===== config.mk =====
export PLATFORM = sky130hd
export DESIGN_NAME = hspi_slave
export DESIGN_NICKNAME = d
export VERILOG_FILES = /design/src/verilog/hspi_pkg.sv /design/src/verilog/hspi_fifo.sv /design/src/verilog/hspi_slave.sv
export SDC_FILE = /design/constraint.sdc
export NUM_CORES = 1
export LEC_CHECK = 0
export BUFFER_PORTS_ARGS = -buffer_cell sky130_fd_sc_hd__buf_2
export CAP_MARGIN = 0
export CELL_PAD_IN_SITES_DETAIL_PLACEMENT = 0
export CELL_PAD_IN_SITES_GLOBAL_PLACEMENT = 1
export CORE_ASPECT_RATIO = 0.9
export CORE_MARGIN = 1
export CORE_UTILIZATION = 59
export DETAILED_ROUTE_END_ITERATION = 10
export GPL_ROUTABILITY_DRIVEN = 0
export MAX_ROUTING_LAYER = met4
export PLACE_DENSITY_LB_ADDON = 0.3
export SYNTH_ARGS = -nofsm -noshare
export SYNTH_HDL_FRONTEND = slang
export SYNTH_SLANG_ARGS = --single-unit

===== constraint.sdc =====
create_clock -name clk -period 5.2 [get_ports clk]
set_input_delay 0.26 -clock clk [delete_from_list [all_inputs] [get_ports clk]]
set_output_delay 0.26 -clock clk [all_outputs]
set_load 0.02 [all_outputs]

===== src/verilog/hspi_pkg.sv =====
// shared constants and types for the host serial slave front end
package hspi_pkg;

   // ---------------------------------------------------------------
   // clock and timing
   // ---------------------------------------------------------------
   localparam int HSPI_SYS_CLK_HZ    = 10_000_000;
   localparam int HSPI_SYS_PERIOD_NS = 100;
   localparam int HSPI_SCLK_MAX_HZ   = 25_000_000;  // fastest host serial clock
   localparam int HSPI_CS_OFF_NS     = 61;          // least chip-select off time
   // least time rounds up, never below one cycle
   localparam int HSPI_CS_OFF_RAW    = (HSPI_CS_OFF_NS + HSPI_SYS_PERIOD_NS - 1)
                                       / HSPI_SYS_PERIOD_NS;
   localparam int HSPI_CS_OFF_CYC    = (HSPI_CS_OFF_RAW < 1) ? 1 : HSPI_CS_OFF_RAW;

   // ---------------------------------------------------------------
   // word geometry
   // ---------------------------------------------------------------
   localparam int HSPI_WORD_BITS  = 16;
   localparam int HSPI_BYTE_BITS  = 8;
   localparam int HSPI_FIFO_DEPTH = 32;
   localparam int HSPI_CNT_W      = 5;
   localparam logic [HSPI_CNT_W-1:0] HSPI_CNT_RST   = 5'h00;
   localparam logic [HSPI_CNT_W-1:0] HSPI_LAST_BYTE = 5'h07;
   localparam logic [HSPI_CNT_W-1:0] HSPI_LAST_WORD = 5'h0f;
   localparam logic [HSPI_CNT_W-1:0] HSPI_OFF_LAST  =
      HSPI_CNT_W'(HSPI_CS_OFF_CYC - 1);
   localparam logic [15:0] HSPI_SH_RST = 16'h0000;

   // pin vector positions inside the synchroniser
   localparam int HSPI_PIN_SCLK = 0;
   localparam int HSPI_PIN_CSN  = 1;
   localparam int HSPI_PIN_SDI  = 2;
   localparam int HSPI_PIN_N    = 3;
   localparam logic [2:0] HSPI_PIN_RST = 3'h3;  // clock high, chip select off

   // ---------------------------------------------------------------
   // modes and states
   // ---------------------------------------------------------------
   typedef enum logic [1:0] {
      HSPI_FRAME_BYTE = 2'h0,
      HSPI_FRAME_WORD = 2'h1,
      HSPI_FRAME_CMD  = 2'h2
   } hspi_frame_t;

   typedef enum logic [2:0] {
      HSPI_ST_IDLE    = 3'h1,
      HSPI_ST_ACTIVE  = 3'h2,
      HSPI_ST_RECOVER = 3'h4
   } hspi_state_t;

   // one received word toward the command interpreter
   typedef struct packed {
      logic        first;   // first word after chip select fell
      logic [15:0] data;    // byte mode: data in the low eight bits
   } hspi_word_t;

   localparam int HSPI_RXW_W = $bits(hspi_word_t);

endpackage


===== src/verilog/hspi_fifo.sv =====
// synchronous word fifo with valid/ready on both sides
`timescale 1ns/1ps
`default_nettype none
module hspi_fifo #(
   parameter int WIDTH = 17,
   parameter int DEPTH = 32
) (
   input  wire logic             clk,
   input  wire logic             resetn,
   input  wire logic             in_valid,
   output logic                  in_ready,
   input  wire logic [WIDTH-1:0] in_data,
   output logic                  out_valid,
   input  wire logic             out_ready,
   output logic      [WIDTH-1:0] out_data
);
   localparam int AW = $clog2(DEPTH);

   // ---------------------------------------------------------------
   // storage and pointers
   // ---------------------------------------------------------------
   logic [WIDTH-1:0] mem_q [DEPTH];
   logic [AW:0]      wr_q;
   logic [AW:0]      rd_q;
   logic             push;
   logic             pop;

   // extra pointer bit tells full from empty
   assign in_ready  = (wr_q[AW] == rd_q[AW]) || (wr_q[AW-1:0] != rd_q[AW-1:0]);
   assign out_valid = (wr_q != rd_q);
   assign push      = in_valid && in_ready;
   assign pop       = out_valid && out_ready;
   assign out_data  = mem_q[rd_q[AW-1:0]];

   // write side
   always_ff @(posedge clk) begin
      if (push) begin
         mem_q[wr_q[AW-1:0]] <= in_data;
      end
   end

   // pointer updates
   always_ff @(posedge clk or negedge resetn) begin
      if (!resetn) begin
         wr_q <= '0;
         rd_q <= '0;
      end else begin
         if (push) begin
            wr_q <= wr_q + 1'b1;
         end
         if (pop) begin
            rd_q <= rd_q + 1'b1;
         end
      end
   end
endmodule
`default_nettype wire


===== src/verilog/hspi_slave.sv =====
// host bus port serial slave: pin sampling, word framing, serial output, rx fifo
//
// Behaviour
// The port gives the outside host read and write reach to all memory and registers.
// The port is either a serial peripheral slave or a two-wire slave; this is the former.
// The slave works with a host serial clock of up to 25 MHz; here each host clock level must last two clk periods.
// The host clock may stop high or low for any time without loss of data.
// While chip select is low each 16 received bits go out as one 16-bit word; byte framing here closes a word every 8 bits, zero-extended.
// The first output bit is driven on the later of chip-select fall and clock fall.
// The host keeps chip select high at least 61 ns between low periods.
// In command framing chip select stays low over all words of one command.
// The slave resets when a low period is not a whole number of 8 or 16 clocks.
// In byte or word framing one low period may carry several whole commands.
// The chip-select rising edge ends the sequence and resets the interface logic.
// A host sampling on the rising edge allows the output delay plus its own setup.
// The serial output is driven only while chip select is low, else released; here oe lags chip select by the synchroniser.
// Input is sampled on the rising clock edge and output changes on the falling edge.
// The two-wire mode shares these same pins instead of pins of its own.
`timescale 1ns/1ps
`default_nettype none
module hspi_slave
   import hspi_pkg::*;
(
   input  wire logic        clk,
   input  wire logic        resetn,
   // configuration straps
   input  wire logic        two_wire_mode,      // port set up as two-wire slave
   input  wire hspi_frame_t frame_mode,
   // host pins
   input  wire logic        host_serial_clk,
   input  wire logic        host_chip_select_n,
   input  wire logic        host_serial_in,
   output logic             host_serial_out,
   output logic             host_serial_out_oe,
   // received words toward the command interpreter
   output logic             rx_valid,
   input  wire logic        rx_ready,
   output var hspi_word_t   rx_word,
   // words to send back to the host
   input  wire logic        tx_valid,
   output logic             tx_ready,
   input  wire logic [15:0] tx_data,
   // status pulses and busy level
   output logic             frame_end,
   output logic             frame_error,
   output logic             rx_overrun,
   output logic             busy
);

   // ---------------------------------------------------------------
   // pin synchroniser
   // ---------------------------------------------------------------
   logic [HSPI_PIN_N-1:0] pin_raw;
   logic [HSPI_PIN_N-1:0] pin_s1_q;
   logic [HSPI_PIN_N-1:0] pin_s2_q;
   logic [HSPI_PIN_N-1:0] pin_s3_q;     // delayed copy for edge detection

   assign pin_raw[HSPI_PIN_SCLK] = host_serial_clk;
   assign pin_raw[HSPI_PIN_CSN]  = host_chip_select_n;
   assign pin_raw[HSPI_PIN_SDI]  = host_serial_in;

   // two flops before anything looks at the pins; the host clock is asynchronous
   // limitation: each host clock level must last two clk periods, so 25 MHz needs a faster clk
   always_ff @(posedge clk or negedge resetn) begin
      if (!resetn) begin
         pin_s1_q <= HSPI_PIN_RST;
         pin_s2_q <= HSPI_PIN_RST;
         pin_s3_q <= HSPI_PIN_RST;
      end else begin
         pin_s1_q <= pin_raw;
         pin_s2_q <= pin_s1_q;
         pin_s3_q <= pin_s2_q;
      end
   end

   // ---------------------------------------------------------------
   // edge events
   // ---------------------------------------------------------------
   logic sclk_rise;
   logic sclk_fall;
   logic cs_fall;
   logic cs_rise;
   logic sdi_bit;

   // edges only exist when the host clock moves, so a stopped clock loses nothing
   assign sclk_rise = pin_s2_q[HSPI_PIN_SCLK] && !pin_s3_q[HSPI_PIN_SCLK];
   assign sclk_fall = !pin_s2_q[HSPI_PIN_SCLK] && pin_s3_q[HSPI_PIN_SCLK];
   assign cs_fall   = !pin_s2_q[HSPI_PIN_CSN] && pin_s3_q[HSPI_PIN_CSN];
   assign cs_rise   = pin_s2_q[HSPI_PIN_CSN] && !pin_s3_q[HSPI_PIN_CSN];
   assign sdi_bit   = pin_s2_q[HSPI_PIN_SDI];  // same latency as the clock edge

   // ---------------------------------------------------------------
   // framing state machine
   // ---------------------------------------------------------------
   hspi_state_t           state_q;
   hspi_state_t           state_d;
   logic [HSPI_CNT_W-1:0] off_cnt_q;
   logic                  start_ev;
   logic                  active;

   // the two-wire mode owns the shared pins, so this slave stays idle then
   assign start_ev = (state_q == HSPI_ST_IDLE) && cs_fall && !two_wire_mode;
   assign active   = (state_q == HSPI_ST_ACTIVE);

   // next state
   always_comb begin
      state_d = state_q;
      case (state_q)
         HSPI_ST_IDLE: begin
            if (start_ev) begin
               state_d = HSPI_ST_ACTIVE;
            end
         end
         HSPI_ST_ACTIVE: begin
            if (cs_rise || two_wire_mode) begin
               state_d = HSPI_ST_RECOVER;
            end
         end
         HSPI_ST_RECOVER: begin
            // a fall inside the off time is not taken as a new period
            if (off_cnt_q >= HSPI_OFF_LAST) begin
               state_d = HSPI_ST_IDLE;
            end
         end
         default: begin
            state_d = HSPI_ST_IDLE;
         end
      endcase
   end

   // state register
   always_ff @(posedge clk or negedge resetn) begin
      if (!resetn) begin
         state_q <= HSPI_ST_IDLE;
      end else begin
         state_q <= state_d;
      end
   end

   // chip-select off time counter
   always_ff @(posedge clk or negedge resetn) begin
      if (!resetn) begin
         off_cnt_q <= HSPI_CNT_RST;
      end else if (state_q != HSPI_ST_RECOVER) begin
         off_cnt_q <= HSPI_CNT_RST;
      end else if (off_cnt_q != HSPI_OFF_LAST) begin
         off_cnt_q <= off_cnt_q + 1'b1;
      end
   end

   // ---------------------------------------------------------------
   // receive shift and word assembly
   // ---------------------------------------------------------------
   logic [HSPI_CNT_W-1:0] bit_cnt_q;
   logic [15:0]           rx_sh_q;
   logic                  first_q;
   logic [HSPI_CNT_W-1:0] last_bit;
   logic                  word_done;
   hspi_word_t            push_word_q;
   logic                  push_q;
   logic                  fifo_in_ready;

   // byte framing closes a unit after 8 clocks, word and command after 16
   assign last_bit  = (frame_mode == HSPI_FRAME_BYTE) ? HSPI_LAST_BYTE : HSPI_LAST_WORD;
   assign word_done = active && sclk_rise && (bit_cnt_q == last_bit);

   // bit counter restarts at every word and at every new low period
   always_ff @(posedge clk or negedge resetn) begin
      if (!resetn) begin
         bit_cnt_q <= HSPI_CNT_RST;
      end else if (!active || word_done) begin
         bit_cnt_q <= HSPI_CNT_RST;
      end else if (sclk_rise) begin
         bit_cnt_q <= bit_cnt_q + 1'b1;
      end
   end

   // serial input shifts in msb first on the sampling edge
   always_ff @(posedge clk or negedge resetn) begin
      if (!resetn) begin
         rx_sh_q <= HSPI_SH_RST;
      end else if (start_ev) begin
         rx_sh_q <= HSPI_SH_RST;
      end else if (active && sclk_rise) begin
         rx_sh_q <= {rx_sh_q[14:0], sdi_bit};
      end
   end

   // first-word marker so the interpreter can find the command head
   always_ff @(posedge clk or negedge resetn) begin
      if (!resetn) begin
         first_q <= 1'b0;
      end else if (start_ev) begin
         first_q <= 1'b1;
      end else if (word_done) begin
         first_q <= 1'b0;
      end
   end

   // completed word handed on one cycle later
   always_ff @(posedge clk or negedge resetn) begin
      if (!resetn) begin
         push_q      <= 1'b0;
         push_word_q <= '0;
      end else begin
         push_q <= word_done;
         if (word_done) begin
            push_word_q.first <= first_q;
            if (frame_mode == HSPI_FRAME_BYTE) begin
               push_word_q.data <= {8'h00, rx_sh_q[6:0], sdi_bit};
            end else begin
               push_word_q.data <= {rx_sh_q[14:0], sdi_bit};
            end
         end
      end
   end

   // ---------------------------------------------------------------
   // receive fifo toward the command interpreter
   // ---------------------------------------------------------------
   // the host cannot be stalled, so a full fifo drops the word and says so
   hspi_fifo #(
      .WIDTH (HSPI_RXW_W),
      .DEPTH (HSPI_FIFO_DEPTH)
   ) u_rx_fifo (
      .clk       (clk),
      .resetn    (resetn),
      .in_valid  (push_q),
      .in_ready  (fifo_in_ready),
      .in_data   (push_word_q),
      .out_valid (rx_valid),
      .out_ready (rx_ready),
      .out_data  (rx_word)
   );

   // ---------------------------------------------------------------
   // transmit shift
   // ---------------------------------------------------------------
   logic [15:0] tx_sh_q;
   logic        rose_q;      // a sampling edge seen since the last load or shift
   logic        reload_ev;
   logic        load_ev;
   logic [15:0] load_val;

   // next word loads at the driving edge after a word closed
   assign reload_ev = active && sclk_fall && rose_q && (bit_cnt_q == HSPI_CNT_RST);
   assign load_ev   = start_ev || reload_ev;
   assign tx_ready  = load_ev;

   // no word offered means zeros; byte framing sends the low byte
   always_comb begin
      load_val = HSPI_SH_RST;
      if (tx_valid) begin
         if (frame_mode == HSPI_FRAME_BYTE) begin
            load_val = {tx_data[7:0], 8'h00};
         end else begin
            load_val = tx_data;
         end
      end
   end

   // first bit appears at chip-select fall and holds through a leading
   // clock fall, since no sampling edge has come yet
   always_ff @(posedge clk or negedge resetn) begin
      if (!resetn) begin
         tx_sh_q <= HSPI_SH_RST;
         rose_q  <= 1'b0;
      end else if (load_ev) begin
         tx_sh_q <= load_val;
         rose_q  <= 1'b0;
      end else if (active && sclk_rise) begin
         rose_q <= 1'b1;
      end else if (active && sclk_fall && rose_q) begin
         tx_sh_q <= {tx_sh_q[14:0], 1'b0};
         rose_q  <= 1'b0;
      end
   end

   // output pin straight from the shift register
   assign host_serial_out    = tx_sh_q[15];
   assign host_serial_out_oe = active;

   // ---------------------------------------------------------------
   // status pulses and busy level
   // ---------------------------------------------------------------
   logic end_q;
   logic err_q;
   logic ovr_q;

   // a partial word at chip-select rise is discarded and flagged
   always_ff @(posedge clk or negedge resetn) begin
      if (!resetn) begin
         end_q <= 1'b0;
         err_q <= 1'b0;
         ovr_q <= 1'b0;
      end else begin
         end_q <= active && cs_rise;
         err_q <= active && cs_rise && (bit_cnt_q != HSPI_CNT_RST);
         ovr_q <= push_q && !fifo_in_ready;
      end
   end

   assign frame_end   = end_q;
   assign frame_error = err_q;
   assign rx_overrun  = ovr_q;
   assign busy        = (state_q != HSPI_ST_IDLE);

endmodule
`default_nettype wire

==> out/qor.yml, run 1 <==
run_status:
  outcome: "finished, final reports clean"
timing:
  fin_crit_ns: 3.967
  tightest_slew_ns: 1.320
  setup-violations-final: 0
  rsz0062_at_grt: "no"
  hold_viol: 0
  setup_ws_ns: 1.233
  fin_setup_tns_ns: 0
  finClkSkew_ns: 0.01595
  maxSlewHeadroom_pct: 12.02
  fmax_mhz: 252.1
  slew_violations: 0
  fin_crit_sh_pct: 76.28
logic_synthesis:
  async_reset_ff_share_pct: 13.10
  ys_seq_area_share_pct: 75.17
  ys.warnings.count: 0
  postSynthCellCount: 1324
  synthesis.nets: 1357
  synth-seq-cells: 626
  synth_edf_count: 544
  synthesis.area_sq_um: 24470
  synth-main-ff-cell: "edfxtp_1"
  synth.distinct_cells: 54
  avgSynthCellArea_sq_um: 18.48
setup_path:
  critPathKind: "flop to output port"
  crit_path_end_kind: "output port"
  crit_fanout: 75
  cp_data_required_time_ns: 4.94
  r2r-end: "u_rx_fifo.mem_q[16][9]"
  reg2regPathDepth: 6
  r2r_start: "u_rx_fifo.rd_q[1]"
  startpoint: "u_rx_fifo.rd_q[1]"
  cp.arrival_ns: 3.71
  rrSetupSlack_ns: 1.80
  crit_end: "rx_word[2]"
  crit_path_start_kind: "flop"
cells_and_area:
  seqCellArea_sq_um: 18400
  final_common_cell: "edfxtp_1"
  layout_common_cells: "edfxtp_1, nand2_1, mux4_2"
  drive_gt1_share_pct: 21.79
  multi_input_area_sq_um: 5675
  num-fill-cells: 2613
  nNetsFinal: 1465
  n_antenna_cell: 0
  syn_to_final_growth_pct: 13.47
route:
  wl_per_cell_microns: 27.33
  drt_pass1_iterations: 6
  drt_iter0_markers: 1596
  vias: 12710
  vias_per_cell: 6.285
  post-route-drc-count: 0
  drt_wl_total_microns: 55270
  ant_nets: 0
power_and_ir_drop:
  p_leak_nw: 8.373
  power_density_nw_per_um2: 458.8
  ir_drop_mv: 0.5102
  finalPower_mw: 12.74
die:
  die_x_microns: 216.7
  io_pins: 51
  die-area_sq_um: 42300
  num_rows: 70
  initial_core_util_pct: 60.09
  core-area_sq_um: 40730
  die_h_microns: 195.2
global_route:
  overflow: 0
  grt_pass1_vias: 12670
  antenna_found_initial: 2
  track_usage_pct: 27.66
  grt_max_degree: 86
  grt_pass1_wl_microns: 81330
placement:
  hpwl_microns: 32160
  dp_worst_setup_slack_ns: 1.681
  portBuffers: 50
clocking:
  postCtsSetupBuffers: 0
  cts_num_sinks: 626
  cts_max_level: 2
  cts_tree: "done"
  clockBufferDepth: 3
  cts_buffers: 60
  cts_root_buf: "clkbuf_16"
  worstSkewPairLatency_ns: 0.62
  path_clk_slew_ns: 0.06
run:
  drv_cap: 0
hold_path:
  hp-class: "input pin to flop"
cell type report:
| class | count | share of cell area, % |
|---|---|---|
| timing repair buffer | 126 | 3.226 |
| clock inverter | 37 | 1.897 |
| multi-input combinational | 612 | 20.44 |
| clock buffer | 75 | 5.609 |
| inverter | 6 | 0.1262 |
| sequential | 626 | 66.27 |
| tap | 540 | 2.433 |
sequential cells by signal (all words and copies together) (netlist names), 2 cells and up:
name / cells
tx_sh_q: 16
state_q: 3
pin_s2_q: 3
u_rx_fifo.rd_q: 6
u_rx_fifo.wr_q: 6
u_rx_fifo.mem_q: 544
pin_s3_q: 2
pin_s1_q: 3
rx_sh_q: 15
push_word_q: 17
bit_cnt_q: 5
logic make-up (layout without fill, tap and decap cells):
group / after synthesis / count (layout) / share of synthesized area (%)
xor gates and xnor gates: 19 / 19 / 0.6800
buffers and inverters: 86 / 244 / 1.692
DFF: 626 / 626 / 75.17
adders and majority gates: 7 / 7 / 0.3579
AOI/OAI and AO/OA: 156 / 156 / 4.540
muxes: 196 / 196 / 13.19
and+or+nand+nor: 234 / 234 / 4.371
worst max-delay path, cell delays in order, from the launching register on:
cell and delay (ns):
dfrtp_4 1.13, buf_4 0.63, mux4_2 0.39, a211oi_1 0.35
a21oi_1 0.21, buf_2 0.21
metrics by stage:
stage               instance area [sq um]  hold WS (ns)  cells  utilization (%)
finish                              27770        0.1984   2022            68.19
global route                        27770        0.2104   2022            68.19
global placement                    25450        0.1140   1886            62.48
detailed placement                  25450        0.1134   1886            62.48
floorplan                           24470      -0.03559   1324                -
CTS                                 27770        0.1537   2022            68.19
power by group:
group / internal (mW) / switching (mW)
Combinational: 0.953 / 1.49
Sequential: 5.44 / 0.262
Clock: 2.77 / 1.83
Yosys cell counts (5+ instances only):
| cell | instances | area, sq um |
|---|---|---|
| a22oi_1 | 24 | 180.2 |
| xnor2_1 | 11 | 96.34 |
| nand4_1 | 6 | 37.54 |
| dfrtp_1 | 75 | 1877 |
| ha_1 | 7 | 87.58 |
| o221ai_1 | 17 | 148.9 |
| and3_1 | 9 | 56.30 |
| a21oi_1 | 43 | 215.2 |
| inv_1 | 5 | 18.77 |
| edfxtp_1 | 544 | 16340 |
| mux2i_1 | 93 | 930.9 |
| nand3_1 | 19 | 95.09 |
| buf_4 | 6 | 45.04 |
| a211oi_1 | 30 | 225.2 |
| dfstp_2 | 7 | 183.9 |
| clkbuf_1 | 41 | 153.9 |
| nor2b_1 | 5 | 31.28 |
| buf_2 | 21 | 105.1 |
| o22ai_1 | 21 | 131.4 |
| nor2_1 | 67 | 251.5 |
| buf_1 | 8 | 30.03 |
| mux4_2 | 101 | 2275 |
| o22ai_2 | 10 | 125.1 |
| nand2_1 | 101 | 379.1 |
| xor2_1 | 8 | 70.07 |
metal layers:
layer / vias to the layer above / part of all wire, % / routed length [microns] / global-route usage, %
li1: 5485 / - / - / -
met4: 0 / 2.7 / 1483 / 9.364
met2: 508 / 50 / 27420 / 43.19
met1: 6617 / 41 / 22550 / 37.52
met5: - / 0 / 0 / -
met3: 98 / 6.9 / 3822 / 4.673
worst min-delay path by stage:
stage               startpoint      endpoint  slack, ns  cells after the start
finish                tx_valid    tx_sh_q[4]       0.20                      3
global route          tx_valid    tx_sh_q[4]       0.21                      3
CTS                   tx_valid    tx_sh_q[4]       0.15                      3
detailed placement      resetn   tx_sh_q[12]       0.11                      1
global placement        resetn   tx_sh_q[12]       0.11                      1
floorplan               resetn  bit_cnt_q[0]      -0.04                      0
repair_timing:
item | in CTS | in global routing
hold buffers | 24 | 0
hold endpoints to repair | 34 | 0
resized for setup | 0 | 0
No activity file was read; power rests on OpenSTA's default activity.
==> inputs of run 2 (changes only) <==
- ABC_AREA: not set -> 1
- CORE_UTILIZATION: 59 -> 45
- clock period: 5.2 -> 3.2 ns (I/O delays scaled with it)
==> run 2 against run 1 <==
Largest cell class unchanged; cell count grew 75%; clock-buffer cell count grew 10; sequential share of layout area shrank 5.9 points; critical path depth grew 4; largest power group unchanged; area after synthesis grew 10%; core utilization shrank 16 points; critical path type unchanged; worst hold slack lost 0.16 ns; wire length grew 26%; synthesized cell count grew 100%; combinational power shrank 85%.
==> out/qor.yml, run 2 <==
global_route:
  grt_pass1_wl_microns: 106200
  overflow: 0
  antenna_found_initial: 0
  grt_pass1_vias: 17690
  grt_max_degree: 118
  track_usage_pct: 24.17
run:
  drv_cap: 0
route:
  wl_per_cell_microns: 19.68
  ant_nets: 0
  post-route-drc-count: 0
  vias: 18370
  drt_pass1_iterations: 7
  drt_wl_total_microns: 69640
  drt_iter0_markers: 1786
  vias_per_cell: 5.190
cells_and_area:
  num-fill-cells: 5201
  final_common_cell: "nand2_1"
  nNetsFinal: 2747
  instances_no_fill: 3539
  syn_to_final_growth_pct: 12.79
  drive_gt1_share_pct: 9.259
  final_util_pct: 51.76
  n_antenna_cell: 0
  layout_common_cells: "nand2_1, edfxtp_1, nand3_1"
  largest_reg_flops: 544
die:
  initial_core_util_pct: 45.89
  die_h_microns: 234.4
  num_rows: 84
  io_pins: 51
  core-area_sq_um: 58860
  die-area_sq_um: 61000
  die_x_microns: 260.2
timing:
  fin_setup_tns_ns: 0
  fin_crit_ns: 3.026
  maxSlewHeadroom_pct: 9.488
  slew_violations: 0
  hold_viol: 0
  rsz0062_at_grt: "yes"
  setup-violations-final: 0
  finClkSkew_ns: 0.02504
  fin_crit_sh_pct: 94.56
  fmax_mhz: 330.5
  tightest_slew_ns: 1.358
logic_synthesis:
  synth-main-ff-cell: "edfxtp_1"
  synthesis.area_sq_um: 27010
  synthesis.nets: 2677
  avgSynthCellArea_sq_um: 10.21
  yosys.cell_count.top_type: "nand2_1"
  ys.warnings.count: 0
  synth_area_leaders: "edfxtp_1, nand2_1, dfrtp_1"
  yosys-top-cells-count: "nand2_1, edfxtp_1, nand3_1"
  yosys.area.top_type: "edfxtp_1"
  synth-seq-cells: 626
  ys_seq_area_share_pct: 68.11
  synth_edf_count: 544
  async_reset_ff_share_pct: 13.10
  postSynthCellCount: 2644
  synth_top_area_share_pct: 60.48
  synth.distinct_cells: 37
power_and_ir_drop:
  p_switching_mw: 3.361
  power_density_nw_per_um2: 547.1
  p_leak_nw: 12.89
  power_frac_seq_pct: 53.6
  comb_power_share_pct: 2.2
  switching_share_pct: 20.17
  pwr-share-clk_pct: 44.2
  internal_power_mw: 13.31
  ir_drop_mv: 0.4093
clocking:
  path_clk_slew_ns: 0.06
  cts_root_buf: "clkbuf_16"
  clockBufferDepth: 3
  cts_buffers: 67
  cts_tree: "done"
  cts_max_level: 3
  worstSkewPairLatency_ns: 0.60
  postCtsSetupBuffers: 0
  cts_num_sinks: 626
setup_path:
  rrSetupSlack_ns: 0.85
  cp_data_required_time_ns: 3.04
  critPathKind: "flop to output port"
  cp.arrival_ns: 2.87
  crit_path_start_kind: "flop"
  crit_path_end_kind: "output port"
  crit_fanout: 26
run_status:
  outcome: "finished, final reports clean"
placement:
  hpwl_microns: 38490
  portBuffers: 50
  dp_cells: 3406
hold_path:
  hp-class: "input pin to flop"
==> run 2: cell types whose count changed after synthesis, sizes merged, moves of 30 or more <==
cell | previous run | this run
inv | 5 | 342
mux4 | 101 | 0
nor2 | 67 | 99
mux2i | 93 | 0
buf | 39 | 94
nand2 | 103 | 941
nand3 | 19 | 374
a211oi | 30 | 0
==> run 2: timing repair <==
action	in CTS	in global routing
endpoints found under the setup margin	1	3
gates resized for setup	1	3
endpoints found under the hold margin	66	0
hold buffers	13	0
==> run 2: area by class of cell <==
cell class	instances	area (sq um)	share of cell area, %
clock buffers	85	1797	5.898
inverters	344	1325	4.350
clock inverters	35	269.0	0.8831
well taps	774	968.4	3.179
multi-input cells	1541	6706	22.02
repair buffers	134	991.0	3.253
flip-flops and latches	626	18410	60.42
==> run 2: worst paths after layout <==
kind | endpoint | startpoint | cells past startpoint
setup / recovery | rx_word[16] | u_rx_fifo.rd_q[1] | 9
setup reg to reg | u_rx_fifo.mem_q[1][8] | u_rx_fifo.wr_q[2] | 9
hold reg to reg | pin_s2_q[0] | pin_s1_q[0] | 0
hold / removal | tx_sh_q[12] | tx_data[4] | 7
min in group asynchronous | tx_sh_q[0] | resetn | 2
max in group asynchronous | rx_sh_q[10] | resetn | 3
==> run 2: critical path, cell delays in order (launching register included) <==
cell	delay, ns
dfrtp_4	0.55
inv_4	0.36
buf_4	0.40
nand3_1	0.13
nand3_1	0.12
nand3_1	0.16
nand2_1	0.15
nand2_1	0.13
inv_1	0.09
buf_2	0.16
==> run 2: kinds of logic (layout without fill, tap and decap cells) <==
kind of cell / Yosys count / count (layout) / synth area share [%]
adders and majority gates: 7 / 7 / 0.3243
xor gates and xnor gates: 13 / 13 / 0.4216
buffers and inverters: 477 / 598 / 7.120
and+or+nand+nor: 1429 / 1429 / 22.08
DFF: 626 / 626 / 68.11
AOI/OAI and AO/OA: 92 / 92 / 1.936
==> run 2: per-stage QoR <==
| stage | setup WS [ns] | power, mW | instance area, sq um | hold slack, ns |
|---|---|---|---|---|
| after floorplan | 0.8478 | 9.345 | 27010 | -0.1356 |
| after global placement | 0.6429 | 9.447 | 28240 | 0.2670 |
| after detailed placement | 0.6133 | 9.459 | 28240 | 0.2662 |
| after CTS | 0.04888 | 16.82 | 30450 | 0.01081 |
| after global routing | -0.003863 | 17.19 | 30460 | 0.06947 |
| final | 0.1742 | 16.67 | 30460 | 0.04247 |
==> run 2: power by group through the flow <==
| stage | sequential [mW] | clock (mW) | combinational, mW |
|---|---|---|---|
| 3_5_place_dp | 9.09 | 0 | 0.364 |
| 5_1_grt | 8.94 | 7.82 | 0.428 |
| 6_report | 8.93 | 7.37 | 0.369 |
| 3_3_place_gp | 9.09 | 0 | 0.355 |
| 2_1_floorplan | 9.09 | 0 | 0.258 |
| 4_1_cts | 8.93 | 7.51 | 0.375 |
==> run 2: routing by layer <==
metal  vias to the layer above  wire length (microns)  GRT usage, %
met5                         -                      0             -
met4                         0                   1684         7.292
met3                       121                   5242         4.759
met2                       656                  32350         37.48
met1                      8825                  30360         32.31
li1                       8765                      -             -
